File: src/arb_pkg.sv
// Purpose: shared constants and types for the command source arbiter
// Assumes: pclk at 200 MHz, APB register access with 32-bit data
// Notes: register offsets are byte addresses on the APB bus
package arb_pkg;
  localparam int CLK_FREQ_MHZ = 200;
  localparam int DEBOUNCE_TIME_NS = 10000;
  localparam int DEBOUNCE_CYCLES = (DEBOUNCE_TIME_NS * CLK_FREQ_MHZ + 999)
    / 1000;
  localparam int DEBOUNCE_CNT_W = 12;

  localparam logic [7:0] ADDR_CONFIG = 8'h00;
  localparam logic [7:0] ADDR_BUS_CMD = 8'h04;
  localparam logic [7:0] ADDR_STATUS = 8'h08;
  localparam logic [7:0] ADDR_SAFETY = 8'h0C;

  // config register fields
  localparam int CFG_MODE_LSB = 0;
  localparam int CFG_PARALLEL = 2;
  localparam int CFG_EMERG_EN = 3;
  localparam int CFG_LOSS_FIRST = 4;
  localparam int CFG_RELAY_EN = 5;
  localparam int CFG_LAMP_EN = 6;
  localparam logic [7:0] CFG_RESET = 8'h00;

  // fieldbus cyclic output fields
  localparam int CMD_OPEN = 0;
  localparam int CMD_CLOSE = 1;
  localparam int CMD_STOP = 2;
  localparam int CMD_POSITION = 3;
  localparam int CMD_RESET = 4;
  localparam int CMD_SETPOINT_LSB = 8;
  localparam logic [15:0] BUS_CMD_RESET = 16'h0000;

  // status word: low byte is status byte 13, next byte not-ready byte 9
  localparam int STAT_EMSTOP = 4;
  localparam int STAT_EMERG_MODE = 5;
  localparam int STAT_EXT_CTRL = 7;
  localparam int STAT_NOT_READY_LSB = 8;
  localparam int STAT_RUN_LSB = 16;

  localparam int SAFE_ACTION_LSB = 8;
  localparam logic [9:0] SAFETY_RESET = 10'h000;

  localparam logic [3:0] DEBOUNCE_RESET = 4'h2;

  typedef enum logic [1:0] {
    MODE_STANDARD,
    MODE_OPEN_CLOSE_MOD,
    MODE_OPEN_CLOSE_STOP,
    MODE_OPEN_CLOSE_ESD
  } input_mode_type;

  typedef enum logic [1:0] {
    ACT_STOP,
    ACT_OPEN,
    ACT_CLOSE,
    ACT_SAFETY_POS
  } emerg_action_type;
endpackage

File: src/debounce_filter.sv
// Purpose: two-stage synchroniser plus stability filter per input bit
// Assumes: inputs may be asynchronous and bouncing
// Notes: output follows only after DEBOUNCE_CYCLES of a steady level
module debounce_filter import arb_pkg::*; #(
  parameter int WIDTH = 4,
  parameter logic [WIDTH-1:0] RESET_VALUE = '0
) (
  input wire logic pclk,
  input wire logic presetn,
  input wire logic [WIDTH-1:0] raw_in,
  output logic [WIDTH-1:0] clean_out
);
  typedef struct packed {
    logic sync1;
    logic sync2;
    logic stable;
    logic [DEBOUNCE_CNT_W-1:0] cnt;
  } bit_state_type;

  for (genvar i = 0; i < WIDTH; i++) begin : g_bit
    bit_state_type s_reg;
    bit_state_type s_next;

    always_comb begin
      s_next = s_reg;
      s_next.sync1 = raw_in[i];
      s_next.sync2 = s_reg.sync1;
      if (s_reg.sync2 == s_reg.stable) begin
        s_next.cnt = '0;
      end else if (s_reg.cnt == DEBOUNCE_CNT_W'(DEBOUNCE_CYCLES - 1)) begin
        s_next.stable = s_reg.sync2;
        s_next.cnt = '0;
      end else begin
        s_next.cnt = s_reg.cnt + 1'b1;
      end
    end

    always_ff @(posedge pclk or negedge presetn) begin
      if (!presetn) begin
        s_reg <= '{RESET_VALUE[i], RESET_VALUE[i], RESET_VALUE[i], '0};
      end else begin
        s_reg <= s_next;
      end
    end

    assign clean_out[i] = s_reg.stable;
  end
endmodule

File: src/self_retain_latch.sv
// Purpose: self-retaining open/close memory for wired commands
// Assumes: request inputs already synchronous to pclk
// Notes: stop, clear or loss of enable drops the held command
module self_retain_latch import arb_pkg::*; (
  input wire logic pclk,
  input wire logic presetn,
  input wire logic enable,
  input wire logic clear,
  input wire logic open_req,
  input wire logic close_req,
  input wire logic stop_req,
  output logic open_held,
  output logic close_held
);
  typedef struct packed {
    logic open;
    logic close;
  } latch_state_type;

  latch_state_type s_reg;
  latch_state_type s_next;

  always_comb begin
    s_next = s_reg;
    if (!enable || clear || stop_req || (open_req && close_req)) begin
      s_next = '0;
    end else if (open_req) begin
      s_next.open = 1'b1;
      s_next.close = 1'b0;
    end else if (close_req) begin
      s_next.open = 1'b0;
      s_next.close = 1'b1;
    end
  end

  always_ff @(posedge pclk or negedge presetn) begin
    if (!presetn) begin
      s_reg <= '0;
    end else begin
      s_reg <= s_next;
    end
  end

  assign open_held = s_reg.open;
  assign close_held = s_reg.close;
endmodule

File: src/command_source_arbiter.sv
// Purpose: choose the source of actuator commands and report status
// Assumes: APB master, wired inputs and selector synchronous or filtered
// Notes: priority is emergency-stop, emergency, selector, source-select
//
// Overview of operation
// - open/close/stop mode ignores both analogue inputs
// - source-select idle: only fieldbus commands act
// - source-select in stop mode: wired, self-retained
// - remote commands only with selector in remote
// - external-control bit set while wired inputs rule
// - emergency-mode bit set while emergency demanded
// - parallel fitted: wired open/close or setpoint
// - feedback outputs stay driven under bus priority
// - mode low: first analogue input is setpoint
// - setpoint loss drives to safety position
// - low emergency input wins over everything but emergency-stop
// - emergency blocks wired and fieldbus movement
// - after emergency, wired commands must be reapplied
// - no automatic change-over on bus loss
// - emergency-stop cuts contactors, clears commands
// - emergency-stop flag in not-ready byte bit four
// - optional relay and lamp follow emergency-stop button
// - command held off until stop state confirmed
// - local reset accepted only with selector local
// - fieldbus reset bit confirms with selector remote
// - clear needs release first, then reset
//
// Implementation choices: the placing of the registers and the APB slave port.
module command_source_arbiter import arb_pkg::*; (
  input wire logic pclk,
  input wire logic presetn,
  input wire logic psel,
  input wire logic penable,
  input wire logic pwrite,
  input wire logic [7:0] paddr,
  input wire logic [31:0] pwdata,
  output logic [31:0] prdata,
  output logic pready,
  output logic pslverr,
  input wire logic source_select,
  input wire logic emergency_input_n,
  input wire logic emstop_button,
  input wire logic local_reset_button,
  input wire logic selector_remote,
  input wire logic selector_local,
  input wire logic mode_input,
  input wire logic wired_open,
  input wire logic wired_close,
  input wire logic wired_stop,
  input wire logic [7:0] analogue_input_first,
  input wire logic [7:0] analogue_input_second,
  input wire logic setpoint_lost,
  input wire logic [7:0] actuator_position,
  output logic run_open,
  output logic run_close,
  output logic position_mode,
  output logic [7:0] position_setpoint,
  output logic contactor_supply_en,
  output logic emstop_relay,
  output logic emstop_lamp,
  output logic [7:0] position_feedback
);
  typedef struct packed {
    logic [7:0] cfg;
    logic [15:0] bus_cmd;
    logic [9:0] safety;
    logic [31:0] prdata;
    logic pready;
    logic pslverr;
    logic emstop_latched;
    logic released_seen;
    logic bus_reset_prev;
    logic local_reset_prev;
    logic emerg_prev;
    logic wired_block;
    logic run_open;
    logic run_close;
    logic pos_mode;
    logic [7:0] pos_setpoint;
    logic contactor_en;
    logic relay;
    logic lamp;
    logic [7:0] feedback;
    logic ext_ctrl;
    logic emerg_mode;
  } arb_state_type;

  arb_state_type s_reg;
  arb_state_type s_next;

  logic [3:0] raw_vec;
  logic [3:0] clean_vec;
  logic sel_db;
  logic emerg_n_db;
  logic emstop_db;
  logic reset_db;
  logic wired_open_held;
  logic wired_close_held;
  logic retain_enable;
  logic retain_clear;

  input_mode_type in_mode;
  emerg_action_type emerg_act;
  logic [7:0] not_ready;
  logic [7:0] status_byte;
  logic [31:0] status_word;
  logic emerg_demand;
  logic wired_rules;
  logic reset_event;
  logic bus_write;
  logic [7:0] analogue_unused;
  logic apb_setup;
  logic stop_state;
  logic bus_open;
  logic bus_close;
  logic direct_open;
  logic direct_close;

  assign raw_vec = {local_reset_button, emstop_button, emergency_input_n,
    source_select};

  // bit 1 (emergency, active low) resets high so power-up is not a demand
  debounce_filter #(
    .WIDTH(4),
    .RESET_VALUE(DEBOUNCE_RESET)
  ) u_filter (
    .pclk(pclk),
    .presetn(presetn),
    .raw_in(raw_vec),
    .clean_out(clean_vec)
  );

  assign sel_db = clean_vec[0];
  assign emerg_n_db = clean_vec[1];
  assign emstop_db = clean_vec[2];
  assign reset_db = clean_vec[3];

  assign in_mode = input_mode_type'(s_reg.cfg[CFG_MODE_LSB +: 2]);
  assign emerg_act = emerg_action_type'(s_reg.safety[SAFE_ACTION_LSB +: 2]);
  // second analogue input has no command role in any mode handled here
  assign analogue_unused = analogue_input_second;

  // wired inputs only take over in a command mode with source-select high
  assign wired_rules = sel_db && selector_remote
    && (s_reg.cfg[CFG_PARALLEL] || in_mode != MODE_STANDARD);

  assign emerg_demand = s_reg.cfg[CFG_EMERG_EN] && !emerg_n_db
    && (s_reg.cfg[CFG_PARALLEL] || in_mode == MODE_OPEN_CLOSE_ESD);

  // self-retention exists only in open/close/stop mode under wired control
  assign retain_enable = wired_rules && !s_reg.cfg[CFG_PARALLEL]
    && in_mode == MODE_OPEN_CLOSE_STOP && !emerg_demand;
  // the latch outlives the button, so both keep commands off
  assign stop_state = emstop_db || s_reg.emstop_latched;
  assign retain_clear = stop_state;

  self_retain_latch u_retain (
    .pclk(pclk),
    .presetn(presetn),
    .enable(retain_enable),
    .clear(retain_clear),
    .open_req(wired_open),
    .close_req(wired_close),
    .stop_req(wired_stop),
    .open_held(wired_open_held),
    .close_held(wired_close_held)
  );

  // rising edges only, so a held button or bit cannot confirm early
  assign reset_event = (reset_db && !s_reg.local_reset_prev
    && selector_local)
    || (s_reg.bus_cmd[CMD_RESET] && !s_reg.bus_reset_prev
    && selector_remote);

  always_comb begin
    not_ready = '0;
    not_ready[STAT_EMSTOP] = s_reg.emstop_latched;
    status_byte = '0;
    status_byte[STAT_EXT_CTRL] = s_reg.ext_ctrl;
    status_byte[STAT_EMERG_MODE] = s_reg.emerg_mode;
    status_word = '0;
    status_word[7:0] = status_byte;
    status_word[STAT_NOT_READY_LSB +: 8] = not_ready;
    // run and contactor bits show the master what was finally decided
    status_word[STAT_RUN_LSB] = s_reg.run_open;
    status_word[STAT_RUN_LSB + 1] = s_reg.run_close;
    status_word[STAT_RUN_LSB + 2] = s_reg.pos_mode;
    status_word[STAT_RUN_LSB + 3] = s_reg.contactor_en;
  end

  assign bus_write = psel && penable && pwrite && s_reg.pready;
  assign apb_setup = psel && !penable;

  // a word asking for both directions, or for stop, gives no open or close run
  assign bus_open = s_reg.bus_cmd[CMD_OPEN] && !s_reg.bus_cmd[CMD_CLOSE]
    && !s_reg.bus_cmd[CMD_STOP];
  assign bus_close = s_reg.bus_cmd[CMD_CLOSE] && !s_reg.bus_cmd[CMD_OPEN]
    && !s_reg.bus_cmd[CMD_STOP];

  // unlatched wired levels; both high together count as no command
  assign direct_open = wired_open && !wired_close && !s_reg.wired_block;
  assign direct_close = wired_close && !wired_open && !s_reg.wired_block;

  always_comb begin
    s_next = s_reg;

    // apb: answer decided in setup, ready in the first access cycle
    s_next.pready = apb_setup;
    // the error flag lives only beside its pready, never into later cycles
    s_next.pslverr = 1'b0;
    if (apb_setup) begin
      // status comes from registered state, never a half-updated word
      s_next.prdata = '0;
      case (paddr)
        ADDR_CONFIG: s_next.prdata[7:0] = s_reg.cfg;
        ADDR_BUS_CMD: s_next.prdata[15:0] = s_reg.bus_cmd;
        ADDR_STATUS: s_next.prdata = status_word;
        ADDR_SAFETY: s_next.prdata[9:0] = s_reg.safety;
        default: s_next.pslverr = 1'b1;
      endcase
    end
    if (bus_write) begin
      case (paddr)
        ADDR_CONFIG: s_next.cfg = pwdata[7:0];
        ADDR_BUS_CMD: s_next.bus_cmd = pwdata[15:0];
        ADDR_SAFETY: s_next.safety = pwdata[9:0];
        // status is read-only; a write there is dropped without an error
        default: s_next.cfg = s_reg.cfg;
      endcase
    end

    // last cycle's levels for the rising-edge detectors and the wired block
    s_next.bus_reset_prev = s_reg.bus_cmd[CMD_RESET];
    s_next.local_reset_prev = reset_db;
    s_next.emerg_prev = emerg_demand;

    // emergency-stop latch; engaging again beats a same-cycle clear
    if (s_reg.emstop_latched && !emstop_db) begin
      s_next.released_seen = 1'b1;
    end
    if (s_reg.released_seen && reset_event) begin
      s_next.emstop_latched = 1'b0;
      s_next.released_seen = 1'b0;
    end
    if (emstop_db) begin
      s_next.emstop_latched = 1'b1;
      s_next.released_seen = 1'b0;
    end

    // wired open/close stay blocked through the emergency and the edge
    // after it, so levels still present then must drop and come again
    if (emerg_demand || s_reg.emerg_prev) begin
      s_next.wired_block = 1'b1;
    end else if (!wired_open && !wired_close) begin
      s_next.wired_block = 1'b0;
    end

    s_next.contactor_en = !emstop_db;
    s_next.relay = emstop_db && s_reg.cfg[CFG_RELAY_EN];
    s_next.lamp = emstop_db && s_reg.cfg[CFG_LAMP_EN];
    s_next.ext_ctrl = wired_rules;
    s_next.emerg_mode = emerg_demand;
    // feedback follows the actuator whichever source has priority
    s_next.feedback = actuator_position;

    // runs fall back to still; each branch below asks for one at most
    s_next.run_open = 1'b0;
    s_next.run_close = 1'b0;
    s_next.pos_mode = 1'b0;
    s_next.pos_setpoint = s_reg.pos_setpoint;

    if (stop_state) begin
      // nothing moves until the stop state is confirmed
      s_next.pos_setpoint = s_reg.pos_setpoint;
    end else if (emerg_demand) begin
      // emergency ignores selector, source-select and fieldbus
      case (emerg_act)
        ACT_OPEN: s_next.run_open = 1'b1;
        ACT_CLOSE: s_next.run_close = 1'b1;
        ACT_SAFETY_POS: begin
          s_next.pos_mode = 1'b1;
          s_next.pos_setpoint = s_reg.safety[7:0];
        end
        // stop action: both runs stay low from the defaults above
        default: s_next.run_open = 1'b0;
      endcase
    end else if (!selector_remote) begin
      // local or off: no remote source may command movement
      s_next.pos_mode = 1'b0;
    end else if (wired_rules) begin
      if (s_reg.cfg[CFG_PARALLEL] || in_mode == MODE_OPEN_CLOSE_MOD) begin
        if (mode_input) begin
          s_next.run_open = direct_open;
          s_next.run_close = direct_close;
        end else if (setpoint_lost && s_reg.cfg[CFG_LOSS_FIRST]) begin
          s_next.pos_mode = 1'b1;
          s_next.pos_setpoint = s_reg.safety[7:0];
        end else begin
          s_next.pos_mode = 1'b1;
          s_next.pos_setpoint = analogue_input_first;
        end
      end else if (in_mode == MODE_OPEN_CLOSE_STOP) begin
        s_next.run_open = wired_open_held && !s_reg.wired_block;
        s_next.run_close = wired_close_held && !s_reg.wired_block;
      end else begin
        s_next.run_open = direct_open;
        s_next.run_close = direct_close;
      end
    end else begin
      // bus keeps priority even when its link has gone quiet
      if (s_reg.bus_cmd[CMD_POSITION]) begin
        s_next.pos_mode = 1'b1;
        s_next.pos_setpoint = s_reg.bus_cmd[CMD_SETPOINT_LSB +: 8];
      end else begin
        s_next.run_open = bus_open;
        s_next.run_close = bus_close;
      end
    end
  end

  // reset leaves every output low, contactor supply included
  always_ff @(posedge pclk or negedge presetn) begin
    if (!presetn) begin
      s_reg <= '0;
      s_reg.cfg <= CFG_RESET;
      s_reg.bus_cmd <= BUS_CMD_RESET;
      s_reg.safety <= SAFETY_RESET;
    end else begin
      s_reg <= s_next;
    end
  end

  assign prdata = s_reg.prdata;
  assign pready = s_reg.pready;
  assign pslverr = s_reg.pslverr;
  assign run_open = s_reg.run_open;
  assign run_close = s_reg.run_close;
  assign position_mode = s_reg.pos_mode;
  assign position_setpoint = s_reg.pos_setpoint;
  assign contactor_supply_en = s_reg.contactor_en;
  assign emstop_relay = s_reg.relay;
  assign emstop_lamp = s_reg.lamp;
  assign position_feedback = s_reg.feedback;
endmodule

File: config.mk
export PLATFORM = sky130hd
export DESIGN_NAME = command_source_arbiter
export DESIGN_NICKNAME = d
export VERILOG_FILES = /design/src/arb_pkg.sv /design/src/debounce_filter.sv /design/src/self_retain_latch.sv /design/src/command_source_arbiter.sv
export SDC_FILE = /design/constraint.sdc
export NUM_CORES = 1
export LEC_CHECK = 0
export BUFFER_PORTS_ARGS = -buffer_cell sky130_fd_sc_hd__buf_2
export CORE_AREA = 2 2 142 144
export CTS_BUF_LIST = sky130_fd_sc_hd__clkbuf_4 sky130_fd_sc_hd__clkbuf_8
export DETAILED_ROUTE_END_ITERATION = 8
export DIE_AREA = 0 0 144 146
export PLACE_DENSITY_LB_ADDON = 0.25
export SLEW_MARGIN = 15
export SYNTH_ARGS = -nofsm -noshare
export SYNTH_HDL_FRONTEND = slang
export SYNTH_SLANG_ARGS = --single-unit
File: constraint.sdc
create_clock -name pclk -period 2.3 [get_ports pclk]
set_input_delay 0.115 -clock pclk [delete_from_list [all_inputs] [get_ports pclk]]
set_output_delay 0.115 -clock pclk [all_outputs]
set_load 0.05 [all_outputs]
=== After elaboration in Yosys (flattened, before gate mapping) ===
Cells that the tools add are included.

* Bits in registers: 159
* Input port bits: 80
* Output and inout port bits: 56
* Word-level logic and storage cells: 179

* $add $sub $neg: 4
* Equality and inequality tests: 20
* Multiplexer cells: 39
* Bitwise operators: 5
* Reduce and logical (&&, ||, !) cells: 72

{| class="wikitable"
|+ Operators by type and width
! cell !! count
|-
| 12-bit two-way mux || 8
|-
| 12-bit by 1-bit adder with 12-bit output, second input constant || 4
|-
| 12-bit by 11-bit equality test with 1-bit output, second input constant || 4
|-
| 9-bit two-way mux || 4
|-
| 1-bit logical AND || 32
|-
| 8-bit one-hot mux with 4 select lines || 1
|-
| 11-bit two-way mux || 2
|-
| 2-bit two-way mux || 10
|-
| 8-bit by 4-bit equality test with 1-bit output, second input constant || 2
|-
| 8-bit two-way mux || 2
|-
| 1-bit logical NOT || 14
|-
| 2-bit AND reduction || 7
|-
| 6-bit one-hot mux with 2 select lines || 1
|-
| 1-bit logical OR || 9
|-
| 3-bit nonzero test || 3
|-
| 2-bit equality test, second input constant || 4
|-
| 8-bit by 3-bit equality test with 1-bit output, second input constant || 1
|-
| 8-bit logical NOT || 1
|-
| 1-bit two-way mux || 8
|-
| 2-bit nonzero test || 4
|-
| 6-bit AND reduction || 1
|-
| 1-bit NOT || 5
|-
| 1-bit equality test || 4
|-
| 2-bit by 1-bit equality test with 1-bit output, second input constant || 2
|-
| other kinds (7) || 7
|}

=== Logic depth before layout (Yosys ltp) ===
Gate-level depths: netlist of the first run.

* Depth in word-level cells: 11
* Gate-level depth with buffers: 9
* Gate-level depth less buffers: 6

=== Modules after synthesis ===
A second synthesis of the first run with hierarchy kept.

* Cells, all modules: 626
* Area, all modules: 7048.0 µm²

{| class="wikitable"
|+ Modules (own cells, without submodules)
! module !! instances !! cells an instance !! area each (µm²) !! seq. area each (µm²)
|-
| command_source_arbiter || 1 || 365 || 4274.1 || 2127.0
|-
| debounce_filter || 1 || 254 || 2697.6 || 1505.2
|-
| self_retain_latch || 1 || 7 || 76.3 || 50.0
|}

=== Worst setup path before layout of the first run ===
No wires, ideal clock.

* Path kind: reg-to-reg
* Start: register s_reg, in the netlist in_mode[1]
* End: register s_reg, in the netlist position_setpoint[0]
* Setup time: 0.127 ns
* Arrival time: 1.831 ns
* Required time: 2.173 ns
* Setup slack: 0.342 ns
* Stages on the path, launching flop included: 10
* Path buffers: 3
* Period minus slack after synthesis: 1.958 ns
* Cells stage by stage: dfrtp_1 > a21oi_1 > or3b_1 > buf_2 > inv_2 > and3_1 > buf_4 > o21a_1 > buf_6 > mux2_1

* Elaborated cells on any way between the ends: 17
* Those cells by class: eq/ne: 5; mux: 3; reduce/logical: 9

{| class="wikitable"
|+ RTL lines
! item !! line !! source
|-
| from (decl) || command_source_arbiter.sv:88 || <nowiki>arb_state_type s_reg;</nowiki>
|-
| from (signal assigned) || command_source_arbiter.sv:329 || <nowiki>s_reg <= s_next;</nowiki>
|-
| 2-bit equality test (*) || command_source_arbiter.sv:148 || <nowiki>&& (s_reg.cfg[CFG_PARALLEL] || in_mode == MODE_OPEN_CLOSE_ESD);</nowiki>
|-
| 1-bit logical OR (*) || command_source_arbiter.sv:148 ||
|-
| 1-bit logical AND (*) || command_source_arbiter.sv:148 ||
|-
| net emerg_demand || command_source_arbiter.sv:107 || <nowiki>logic emerg_demand;</nowiki>
|-
| 3-bit by 2-bit != test with 1-bit output (no source line) (tied with other cells) || - ||
|-
| 6-bit AND reduction (no source line) || - ||
|}

Mark *: on every way through the listed nets, which the timed path passes. The rest lies on a longest branch. The select of a mux whose other input is x is not followed.
A chain may end at the register's enable or synchronous reset.

=== Worst setup path after layout of the first run ===
* Start: register s_reg, in the netlist in_mode[1]
* End: register s_reg, in the netlist position_setpoint[3]

Same word-level chain as after synthesis.

==> results by group, run 1 <==
STA
  – Final setup fails: 0
  – Final hold viol count: 0
  – RSZ-0062 raised after global routing: false
  – Tcrit/Tclk final: 89.7%
  – Setup_tns: 0 ps
  – Worst hold margin: 76.3 ps
  – Post-route setup slack: about 240 ps
  – Max Slew Vio Count: 0
  – Slew margin rel.: 59.7%
  – Clock skew: 10.1 ps
  – Worst Max-Slew Pin Slew: about 600 ps
  – Tmin final: 2060 ps
  – Fmax: between 400 and 500 MHz

Yosys
  – Synthesized cell area: ~6700 sq um
  – EDFF count, synth: 0
  – Seq/Total Area, Yosys: between 50% and 60%
  – #FFs+latches synth: between 100 and 150
  – Ys async rst share: 100%
  – Ys Warns: 0
  – Leading area contributor after synthesis: dfrtp_1
  – Top post-synthesis cells by area: dfrtp_1, mux2_1, buf_4
  – Number of distinct library cells after synthesis: 51
  – Most frequently used flop master after synthesis: dfrtp_1
  – Post-Synthesis Cells: roughly 580
  – Yosys top cell area share: between 50% and 60%
  – Synthesized area per cell: between 10 and 15 sq um

Die
  – Rows: between 50 and 60
  – Starting Density: 34.5%
  – Io pins: 136
  – Die Height: ~150 um
  – Core ar.: about 19000 sq um
  – Die area: roughly 21000 sq um
  – Die width: ~140 um

Global routing
  – GRT overflow: 0
  – First-pass GRT wire length: approximately 23000 um
  – Initial antenna violation count: 1
  – Total Routing Usage GR: approximately 14%
  – Largest net degree at the start of global routing: 68
  – Vias in the first global route: between 4000 and 5000

Pwr
  – Combinational cell fraction of total power: roughly 6.5%
  – Switching part of the total power: roughly 22%
  – Total leakage power: ~3.9 nW
  – Clk network pwr share: 43.8%
  – Int Pwr: a little over 0.004 W
  – PwrDens: approximately 660 nW/um^2
  – NetSw: 0.00119 W
  – Worst vdd ir: about 0.00032 V
  – Sequential share of power: around half

Routing
  – Final WL: about 14000 um
  – Vias: approximately 4600
  – Wirelength per Cell: around 15 um
  – DRC viols: 0
  – Vias per cell: approximately 4.7
  – Routed Antenna Nets: 0
  – Iteration-0 DRC Markers: 196
  – DR pass1 iterations: 4

Clocking
  – CTS tree: yes
  – CTS HTree Levels: 4
  – Worst skew pair latency: ~450 ps
  – Reg clk slew, reported paths: around 70 ps
  – Clock Sink Count: about 150
  – TritonCTS buffer count: 17
  – Clk buf depth: 2
  – Root Driver: clkbuf_8

Worst setup path
  – Reg2reg path depth: 6
  – Worst reg-to-reg setup slack: about 240 ps
  – Critical R2R Launch: in_mode[1]$_DFFE_PN0P_
  – Crit path capture: position_setpoint[3]$_DFFE_PN0P_
  – WP data required: approximately 2600 ps
  – CP startpoint kind: register
  – Crit. Startpoint: in_mode[1]$_DFFE_PN0P_
  – FF-to-FF End: position_setpoint[3]$_DFFE_PN0P_
  – Max Fanout on Critical Path: 9
  – Crit path DAT: between 2000 and 2500 ps
  – Setup Crit Path Kind: register to register
  – Critical path capture point type: register

Placed design
  – Final GP Congestion: 0.782
  – # port buffers: 99
  – Post-Place Cell Area: slightly above 7000 sq um
  – Placed cells: roughly 900
  – Dpl ws: approximately 220 ps
  – Detailed-placement wirelength estimate: between 10000 and 15000 um

Status
  – Status: complete, no violations

Job
  – Max_cap viols: 0

Finish
  – Layout cells sized above 1: ~22%
  – Area growth from synthesis to layout: 20.4%
  – Multi-input logic area: about 2500 sq um
  – Final Non-Filler Cells: about 1000
  – Max reg flops: 52
  – Net count, final: about 800
  – Reg area: approximately 3700 sq um
  – Layout fillers: ~1800
  – Fin area: ~8000 sq um

Hold path
  – Hold Crit Class: input port to register
  – Hold path depth: 4
## logic make-up (layout without fill, tap and decap cells)
logic type	Yosys count	after routing	synth area share, %
other cells	1	13	0.0562
mux	63	63	10.7
compound gates	61	61	6.58
flops	147	147	55.2
xor+xnor	44	44	5.77
fa+ha+maj	4	4	0.750
buf+inv	80	192	7.42
simple gates	182	182	13.6
## critical path, stage by stage (launching register included)
cell     delay, ps
dfrtp_1        440
a21oi_1         90
or3b_1         380
inv_2           80
and3_1         180
o21a_1         410
mux2_1         370
## synthesized netlist by cell type, types with 3 or more instances
library cell,instances
a21oi_1,10
nand3_1,12
nand3b_1,3
inv_1,10
buf_4,49
and3_1,8
nor3b_1,3
nor2b_1,5
buf_2,3
nor3_1,11
a22o_1,19
nand4_1,11
xor2_1,22
mux2i_1,16
o21ai_0,12
mux2_1,42
nand4b_1,3
nand2b_1,4
dfstp_2,3
and2_1,4
mux2_2,3
nand2_1,34
nor2_1,68
ha_1,4
o2bb2ai_1,8
and4_1,4
xnor2_1,22
clkbuf_1,12
dfrtp_1,144
## worst min path at each step
stage / startpoint / endpoint / slack (ps)
final: selector_local / s_reg[28]$_DFFE_PN0P_ / 80
after global routing: paddr[7] / pslverr$_DFF_PN0_ / 100
after CTS: selector_local / s_reg[28]$_DFFE_PN0P_ / 60
after detailed placement: presetn / position_feedback[4]$_DFF_PN0_ / 120
after global placement: presetn / position_feedback[3]$_DFF_PN0_ / 100
after floorplan: presetn / contactor_supply_en$_DFF_PN0_ / -180
## cell usage in the layout, fill, tap and decap left out, types with 13 or more instances in the layout
cell / n
dfrtp_1: 144
buf_2: 98
nor2_1: 68
mux2_1: 42
dlygate4sd3_1: 35
nand2_1: 34
xor2_1: 22
xnor2_1: 22
clkbuf_8: 20
a22o_1: 19
mux2i_1: 16
buf_4: 13
## through the flow
stage	utilization, %	total power (W)
6_report	41.6	0.00533
3_5_place_dp	37.3	0.00301
4_1_cts	41.6	0.00541
3_3_place_gp	37.3	0.00300
5_1_grt	41.6	0.00555
2_1_floorplan	-	0.00288
## timing repair
action | 4_1_cts | 5_1_grt
buffers inserted | 0 | 0
resized for setup | 0 | 0
hold buffers | 35 | 0
endpoints found under the hold margin | 106 | 0
## power by group through the flow
stage	Combinational [W]	Sequential (W)	Clock [W]
6_report	0.000347	0.00265	0.00234
5_1_grt	0.000384	0.00265	0.00251
4_1_cts	0.000353	0.00265	0.00241
3_5_place_dp	0.000308	0.00270	0
3_3_place_gp	0.000300	0.00270	0
2_1_floorplan	0.000181	0.00270	0
## layer usage
layer / GRT usage (%) / vias up / share of wire [%]
met3: 3.39 / 17 / 4.5
met1: 18.1 / 2262 / 47
met4: 5.59 / 0 / 1.6
met2: 22.9 / 109 / 47
li1: - / 2175 / -
met5: 0 / - / 0
## cell type report
| cell class | instances | share of cell area, % |
|---|---|---|
| sequential | 147 | 45.8 |
| multi-input combinational | 366 | 31.6 |
| timing repair buffer | 148 | 12.1 |
| tap | 265 | 4.12 |
| clock buffer | 22 | 3.61 |
| clock inverter | 9 | 2.19 |
| inverter | 13 | 0.607 |
| antenna | 1 | 0.0311 |
(Power assumes the default switching activity.)
==> run 2: changes to the inputs <==
--- a/config.mk
+++ b/config.mk
@@ -15,3 +15,4 @@
 export SYNTH_ARGS = -nofsm -noshare
 export SYNTH_HDL_FRONTEND = slang
 export SYNTH_SLANG_ARGS = --single-unit
+export TNS_END_PERCENT = 100
==> constraint.sdc (replaced) <==
create_clock -name pclk -period 2.5 [get_ports pclk]
set_input_delay 0.125 -clock pclk [delete_from_list [all_inputs] [get_ports pclk]]
set_output_delay 0.125 -clock pclk [all_outputs]
set_load 0.05 [all_outputs]
==> results by group, run 2 (synthesis gave the netlist of run 1 again) <==
Status
  – Status: complete, no violations

Finish
  – Layout cells sized above 1: 22.3% (unchanged)
  – Post-layout util: 41.1% (-0.50 points)
  – Area growth from synthesis to layout: 19.0%
  – Leading cell types in the layout, fill and taps excluded: dfrtp_1, buf_2, nor2_1
  – Layout fillers: 1876 (+4.0%)
  – Commonest non-fill, non-tap cell in the layout: dfrtp_1
  – Max reg flops: 52 (unchanged)
  – Net count, final: 776 (-0.13%)

Worst setup path
  – Worst reg-to-reg setup slack: 250 ps (+20 ps)
  – CP max stage delay: 500 ps (+60 ps)
  – Critical R2R Launch: s_reg[92]$_DFFE_PN0P_
  – Critical path capture point type: register
  – Reg2reg path depth: 5 (-1)
  – Max Fanout on Critical Path: 9 (unchanged)
  – Setup Crit Path Kind: register to register
  – Instance count on the critical path: 5 (-1)
  – Worst-path cell chain: o311ai_2 -> nand2_1 -> a211oi_1 -> o21a_1 -> mux2_1
  – Delay-heaviest family, CP: compound AO/OA/AOI/OAI gates
  – Worst path bufs/invs: 0 (-1)
  – CP startpoint kind: register
  – Crit path DAT: 2580 ps (+190 ps)
  – FF-to-FF End: position_setpoint[0]$_DFFE_PN0P_
  – Slowest-stage cell, CP: o311ai_2
  – WP data required: 2840 ps (+210 ps)

Clocking
  – TritonCTS buffer count: 17 (unchanged)
  – Root Driver: clkbuf_8
  – Reg clk slew, reported paths: 80 ps (about the same)
  – CTS HTree Levels: 4 (unchanged)
  – Clock Sink Count: 147 (unchanged)
  – Worst skew pair latency: 460 ps (about the same)
  – Clk buf depth: 2 (unchanged)
  – Post-cts resize count: 0 (unchanged)
  – CTS tree: yes

Global routing
  – GRT overflow: 0 (unchanged)
  – First-pass GRT wire length: 23600 um (+1.7%)
  – Vias in the first global route: 4778 (+2.8%)
  – Total Routing Usage GR: 14.4% (+0.32 points)
  – Initial antenna violation count: 2 (+1)
  – Largest net degree at the start of global routing: 70 (+2.9%)

Die
  – Rows: 51 (unchanged)
  – Die width: 144 um (unchanged)
  – Starting Density: 34.5% (unchanged)
  – Io pins: 136 (unchanged)
  – Die area: 21000 sq um (unchanged)
  – Core ar.: 19300 sq um (unchanged)
  – Die Height: 146 um (unchanged)

Hold path
  – Hold path depth: 4 (unchanged)
  – Hold Path Sink: s_reg[28]$_DFFE_PN0P_
  – Hold Crit Class: input port to register
  – Min-delay src: selector_local

Placed design
  – Detailed-placement wirelength estimate: 10500 um (+2.7%)
  – # port buffers: 99 (unchanged)
  – Final GP Congestion: 0.754 (-3.6%)

Routing
  – Iteration-0 DRC Markers: 215 (+9.7%)
  – DR pass1 iterations: 6 (+2)
  – Vias: 4535 (-0.61%)
  – Routed Antenna Nets: 0 (unchanged)
  – Final WL: 14400 um (+0.94%)
  – DRC viols: 0 (unchanged)
  – Wirelength per Cell: 14.8 um (+0.84%)
  – Vias per cell: 4.67 (-0.72%)

STA
  – Tcrit/Tclk final: 89.8% (about the same)
  – RSZ-0062 raised after global routing: false
  – Slew margin rel.: 47.3% (-12 points)
  – Final hold viol count: 0 (unchanged)
  – Tmin final: 2250 ps (+182 ps)
  – Worst Max-Slew Pin Slew: 791 ps (+191 ps)
  – Clock skew: 8.89 ps (-1.19 ps)
  – Setup_tns: 0 ps (unchanged)
  – Fmax: 445 MHz (-8.1%)
  – Max Slew Vio Count: 0 (unchanged)
  – Final setup fails: 0 (unchanged)

Job
  – Max_cap viols: 0 (unchanged)

Pwr
  – PwrDens: 575 nW/um^2 (-13%)
  – Total leakage power: 3.90 nW (-1.3%)
  – Worst vdd ir: 0.000253 V (-20%)
==> run 2: changes by cell type in the layout (fill, tap and decap cells not counted), sizes merged <==
| cell | change |
|---|---|
| clkinv | +5 |
| clkbuf | -3 |
| bufinv | -3 |
| clkinvlp | +2 |
| buf | -1 |
| diode | +1 |
==> run 2: through the flow <==
stage	hold slack [ps]	instance area (sq um)	setup slack, ps	cells	power [W]
2_1_floorplan	-171	6720	542	593	0.00265
4_1_cts	49.1	7940	257	970	0.00463
5_1_grt	74.6	7940	71.0	971	0.00477
3_3_place_gp	153	7200	314	903	0.00275
3_5_place_dp	160	7200	270	903	0.00276
6_report	64.8	7940	255	972	0.00457
==> run 2: how the worst max path moves through the flow <==
| stage | from | end | slack [ps] |
|---|---|---|---|
| 2_1_floorplan | in_mode[1]$_DFFE_PN0P_ | position_setpoint[0]$_DFFE_PN0P_ | 540 |
| 3_3_place_gp | s_reg[92]$_DFFE_PN0P_ | position_setpoint[0]$_DFFE_PN0P_ | 310 |
| 3_5_place_dp | in_mode[0]$_DFFE_PN0P_ | position_setpoint[3]$_DFFE_PN0P_ | 270 |
| 4_1_cts | s_reg[92]$_DFFE_PN0P_ | position_setpoint[3]$_DFFE_PN0P_ | 260 |
| 5_1_grt | in_mode[0]$_DFFE_PN0P_ | position_setpoint[1]$_DFFE_PN0P_ | 70 |
| 6_report | s_reg[92]$_DFFE_PN0P_ | position_setpoint[0]$_DFFE_PN0P_ | 250 |
==> run 2: worst register-to-register path, delay by kind of cell, from the launching register on <==
| family | cells | cell delay (ps) |
|---|---|---|
| DFF | 1 | 470 |
| muxes | 1 | 380 |
| and+or+nand+nor | 1 | 110 |
| AOI/OAI and AO/OA | 3 | 1190 |
==> run 2: per-layer routing <==
layer  track usage [%]  vias up  routed length, um
li1                  -     2170                  -
met1              18.4     2252               6620
met2              23.5       96               6860
met3              4.54       17                759
met4              4.31        0                170
met5                 0        -                  0
==> run 2: cell type report <==
cell class                      instances  area, sq um  share of cell area, %
Clock inverter                         13          138                   1.73
Sequential cell                       147         3680                   46.4
Multi-Input combinational cell        366         2540                   32.0
Clock buffer                           19          249                   3.13
Inverter                               13         48.8                  0.614
Antenna cell                            2         5.00                 0.0630
Tap cell                              265          332                   4.17
Timing Repair Buffer                  147          950                   12.0
==> run 2: repair_timing <==
action                                  CTS  global route
endpoints found under the setup margin    0             0
hold buffers                             35             0
buffers inserted                          0             0
endpoints found under the hold margin   113             0
==> run 2: power by group <==
group | switching [W] | internal, W | total (W)
combinational | 0.000207 | 0.000111 | 0.000318
clock | 0.000914 | 0.000904 | 0.00182
sequential | 0.0000228 | 0.00241 | 0.00243
==> run 3: changes to the inputs <==
--- a/config.mk
+++ b/config.mk
@@ -6,11 +6,12 @@
 export NUM_CORES = 1
 export LEC_CHECK = 0
 export BUFFER_PORTS_ARGS = -buffer_cell sky130_fd_sc_hd__buf_2
-export CORE_AREA = 2 2 142 144
+export CORE_AREA = 2 2 167 169
 export CTS_BUF_LIST = sky130_fd_sc_hd__clkbuf_4 sky130_fd_sc_hd__clkbuf_8
 export DETAILED_ROUTE_END_ITERATION = 8
-export DIE_AREA = 0 0 144 146
+export DIE_AREA = 0 0 169 171
 export PLACE_DENSITY_LB_ADDON = 0.25
+export SKIP_LAST_GASP = 1
 export SLEW_MARGIN = 15
 export SYNTH_ARGS = -nofsm -noshare
 export SYNTH_HDL_FRONTEND = slang
==> results by group, run 3 (synthesis gave the netlist of run 1 again) <==
STA
  – RSZ-0062 raised after global routing: false
  – Max Slew Vio Count: 0 (unchanged)
  – Tcrit/Tclk final: 88.9% (-0.88 points)
  – Final hold viol count: 0 (unchanged)
  – Slew margin rel.: 49.6% (+2.3 points)
  – Setup_tns: 0 ps (unchanged)
  – Worst hold margin: 83.1 ps (+18.3 ps)
  – Fmax: 450 MHz (+0.99%)
  – Clock skew: 14.5 ps (+5.64 ps)
  – Worst Max-Slew Pin Slew: 757 ps (-34.3 ps)
  – Tmin final: 2220 ps (-22.0 ps)
  – Final setup fails: 0 (unchanged)

Worst setup path
  – Reg2reg path depth: 5 (unchanged)
  – Worst reg-to-reg setup slack: 280 ps (+20 ps)
  – Crit path capture: position_setpoint[6]$_DFFE_PN0P_
  – Max Fanout on Critical Path: 9 (unchanged)
  – Crit. Startpoint: in_mode[0]$_DFFE_PN0P_
  – FF-to-FF End: position_setpoint[6]$_DFFE_PN0P_
  – WP data required: 2850 ps (about the same)
  – Critical path capture point type: register
  – Critical R2R Launch: in_mode[0]$_DFFE_PN0P_
  – Setup Crit Path Kind: register to register
  – CP startpoint kind: register
  – Crit path DAT: 2570 ps (about the same)

Clocking
  – Worst skew pair latency: 460 ps (about the same)
  – CTS tree: yes
  – Post-cts resize count: 0 (unchanged)
  – Setup Buffers After CTS: 0 (unchanged)
  – Clk buf depth: 2 (unchanged)
  – CTS Hold Bufs: 35 (unchanged)
  – Root Driver: clkbuf_8
  – Reg clk slew, reported paths: 100 ps (+20 ps)
  – CTS HTree Levels: 4 (unchanged)
  – TritonCTS buffer count: 17 (unchanged)
  – Clock Sink Count: 147 (unchanged)

Routing
  – Vias per cell: 4.22 (-9.5%)
  – Routed Antenna Nets: 0 (unchanged)
  – Vias: 4448 (-1.9%)
  – DRC viols: 0 (unchanged)
  – Wirelength per Cell: 14.7 um (-0.98%)
  – Iteration-0 DRC Markers: 258 (+20%)
  – DR pass1 iterations: 4 (-2)
  – Final WL: 15400 um (+7.3%)

Global routing
  – Initial antenna violation count: 2 (unchanged)
  – Total Routing Usage GR: 11.0% (-3.4 points)
  – First-pass GRT wire length: 24500 um (+3.9%)
  – Largest net degree at the start of global routing: 77 (+10%)
  – GRT overflow: 0 (unchanged)
  – Vias in the first global route: 4466 (-6.5%)

Finish
  – Commonest non-fill, non-tap cell in the layout: dfrtp_1
  – Max reg flops: 52 (unchanged)
  – Net count, final: 776 (unchanged)
  – Leading cell types in the layout, fill and taps excluded: dfrtp_1, buf_2, nor2_1
  – Area growth from synthesis to layout: 21.0%
  – Layout cells sized above 1: 22.3% (unchanged)
  – Layout fillers: 2842 (+51%)

Die
  – Rows: 61 (+20%)
  – Die area: 28900 sq um (+37%)
  – Starting Density: 24.4% (-10 points)
  – Core ar.: 27300 sq um (+41%)
  – Io pins: 136 (unchanged)
  – Die width: 169 um (+17%)
  – Die Height: 171 um (+17%)

Placed design
  – Final GP Congestion: 0.746 (-0.97%)
  – # port buffers: 99 (unchanged)
  – Detailed-placement wirelength estimate: 11100 um (+5.2%)

Pwr
  – Total leakage power: 3.91 nW (+0.26%)
  – Design Power: 0.00465 W (+1.8%)
  – PwrDens: 576 nW/um^2 (+0.12%)
  – Worst vdd ir: 0.000211 V (-17%)

Job
  – Max_cap viols: 0 (unchanged)

Hold path
  – Hold Crit Class: input port to register

Status
  – Status: complete, no violations
-- run 3: cell types whose count changed in the layout (fill, tap and decap cells not counted) --
cell,change
bufinv_16,-1
clkinv_2,-4
buf_12,+2
inv_8,+5
clkinv_4,-3
clkbuf_4,-2
buf_4,-2
inv_6,+5
-- run 3: worst min-delay path by stage --
stage | startpoint | slack, ps | cells after the start | to
2_1_floorplan | presetn | -170 | 0 | contactor_supply_en$_DFF_PN0_
3_3_place_gp | presetn | 220 | 1 | position_feedback[3]$_DFF_PN0_
3_5_place_dp | presetn | 220 | 1 | position_feedback[3]$_DFF_PN0_
4_1_cts | paddr[6] | 60 | 4 | pslverr$_DFF_PN0_
5_1_grt | paddr[6] | 90 | 4 | pslverr$_DFF_PN0_
6_report | paddr[6] | 80 | 4 | pslverr$_DFF_PN0_
-- run 3: power breakdown --
part | internal (W) | switching [W] | leakage [nW]
Clock | 0.000836 | 0.00106 | 0.194
Combinational | 0.000114 | 0.000211 | 1.73
Sequential | 0.00241 | 0.0000227 | 1.98
-- run 3: area by class of cell --
class                   instances  area, sq um  area share [%]
inverters                      13         48.8           0.604
diodes                          2         5.00          0.0620
clock inverters                15          161            2.00
multi-input cells             366         2540            31.4
repair buffers                147          975            12.1
flip-flops and latches        147         3680            45.6
well taps                     346          433            5.36
clock buffers                  17          234            2.90
-- run 3: metrics by stage --
step	setup WS [ps]	util, %	std cells	area [sq um]
finish	277	29.6	1053	8080
global route	119	29.6	1052	8080
CTS	275	29.5	1051	8070
detailed placement	284	26.8	984	7330
global placement	297	26.8	984	7330
floorplan	542	-	593	6720
-- run 3: layer usage --
metal	vias to the layer above	routed length, um	track usage (%)
met5	-	0	0
met4	0	124	2.60
met3	9	902	3.28
met2	103	6880	17.0
met1	2163	7550	15.3
li1	2173	-	-
-- run 3: worst max-delay path, stage by stage, from the launching register on --
cell      delay, ps
dfrtp_1         440
o311ai_2        510
nand2_1         100
a211oi_1        240
o21a_1          440
mux2_1          370
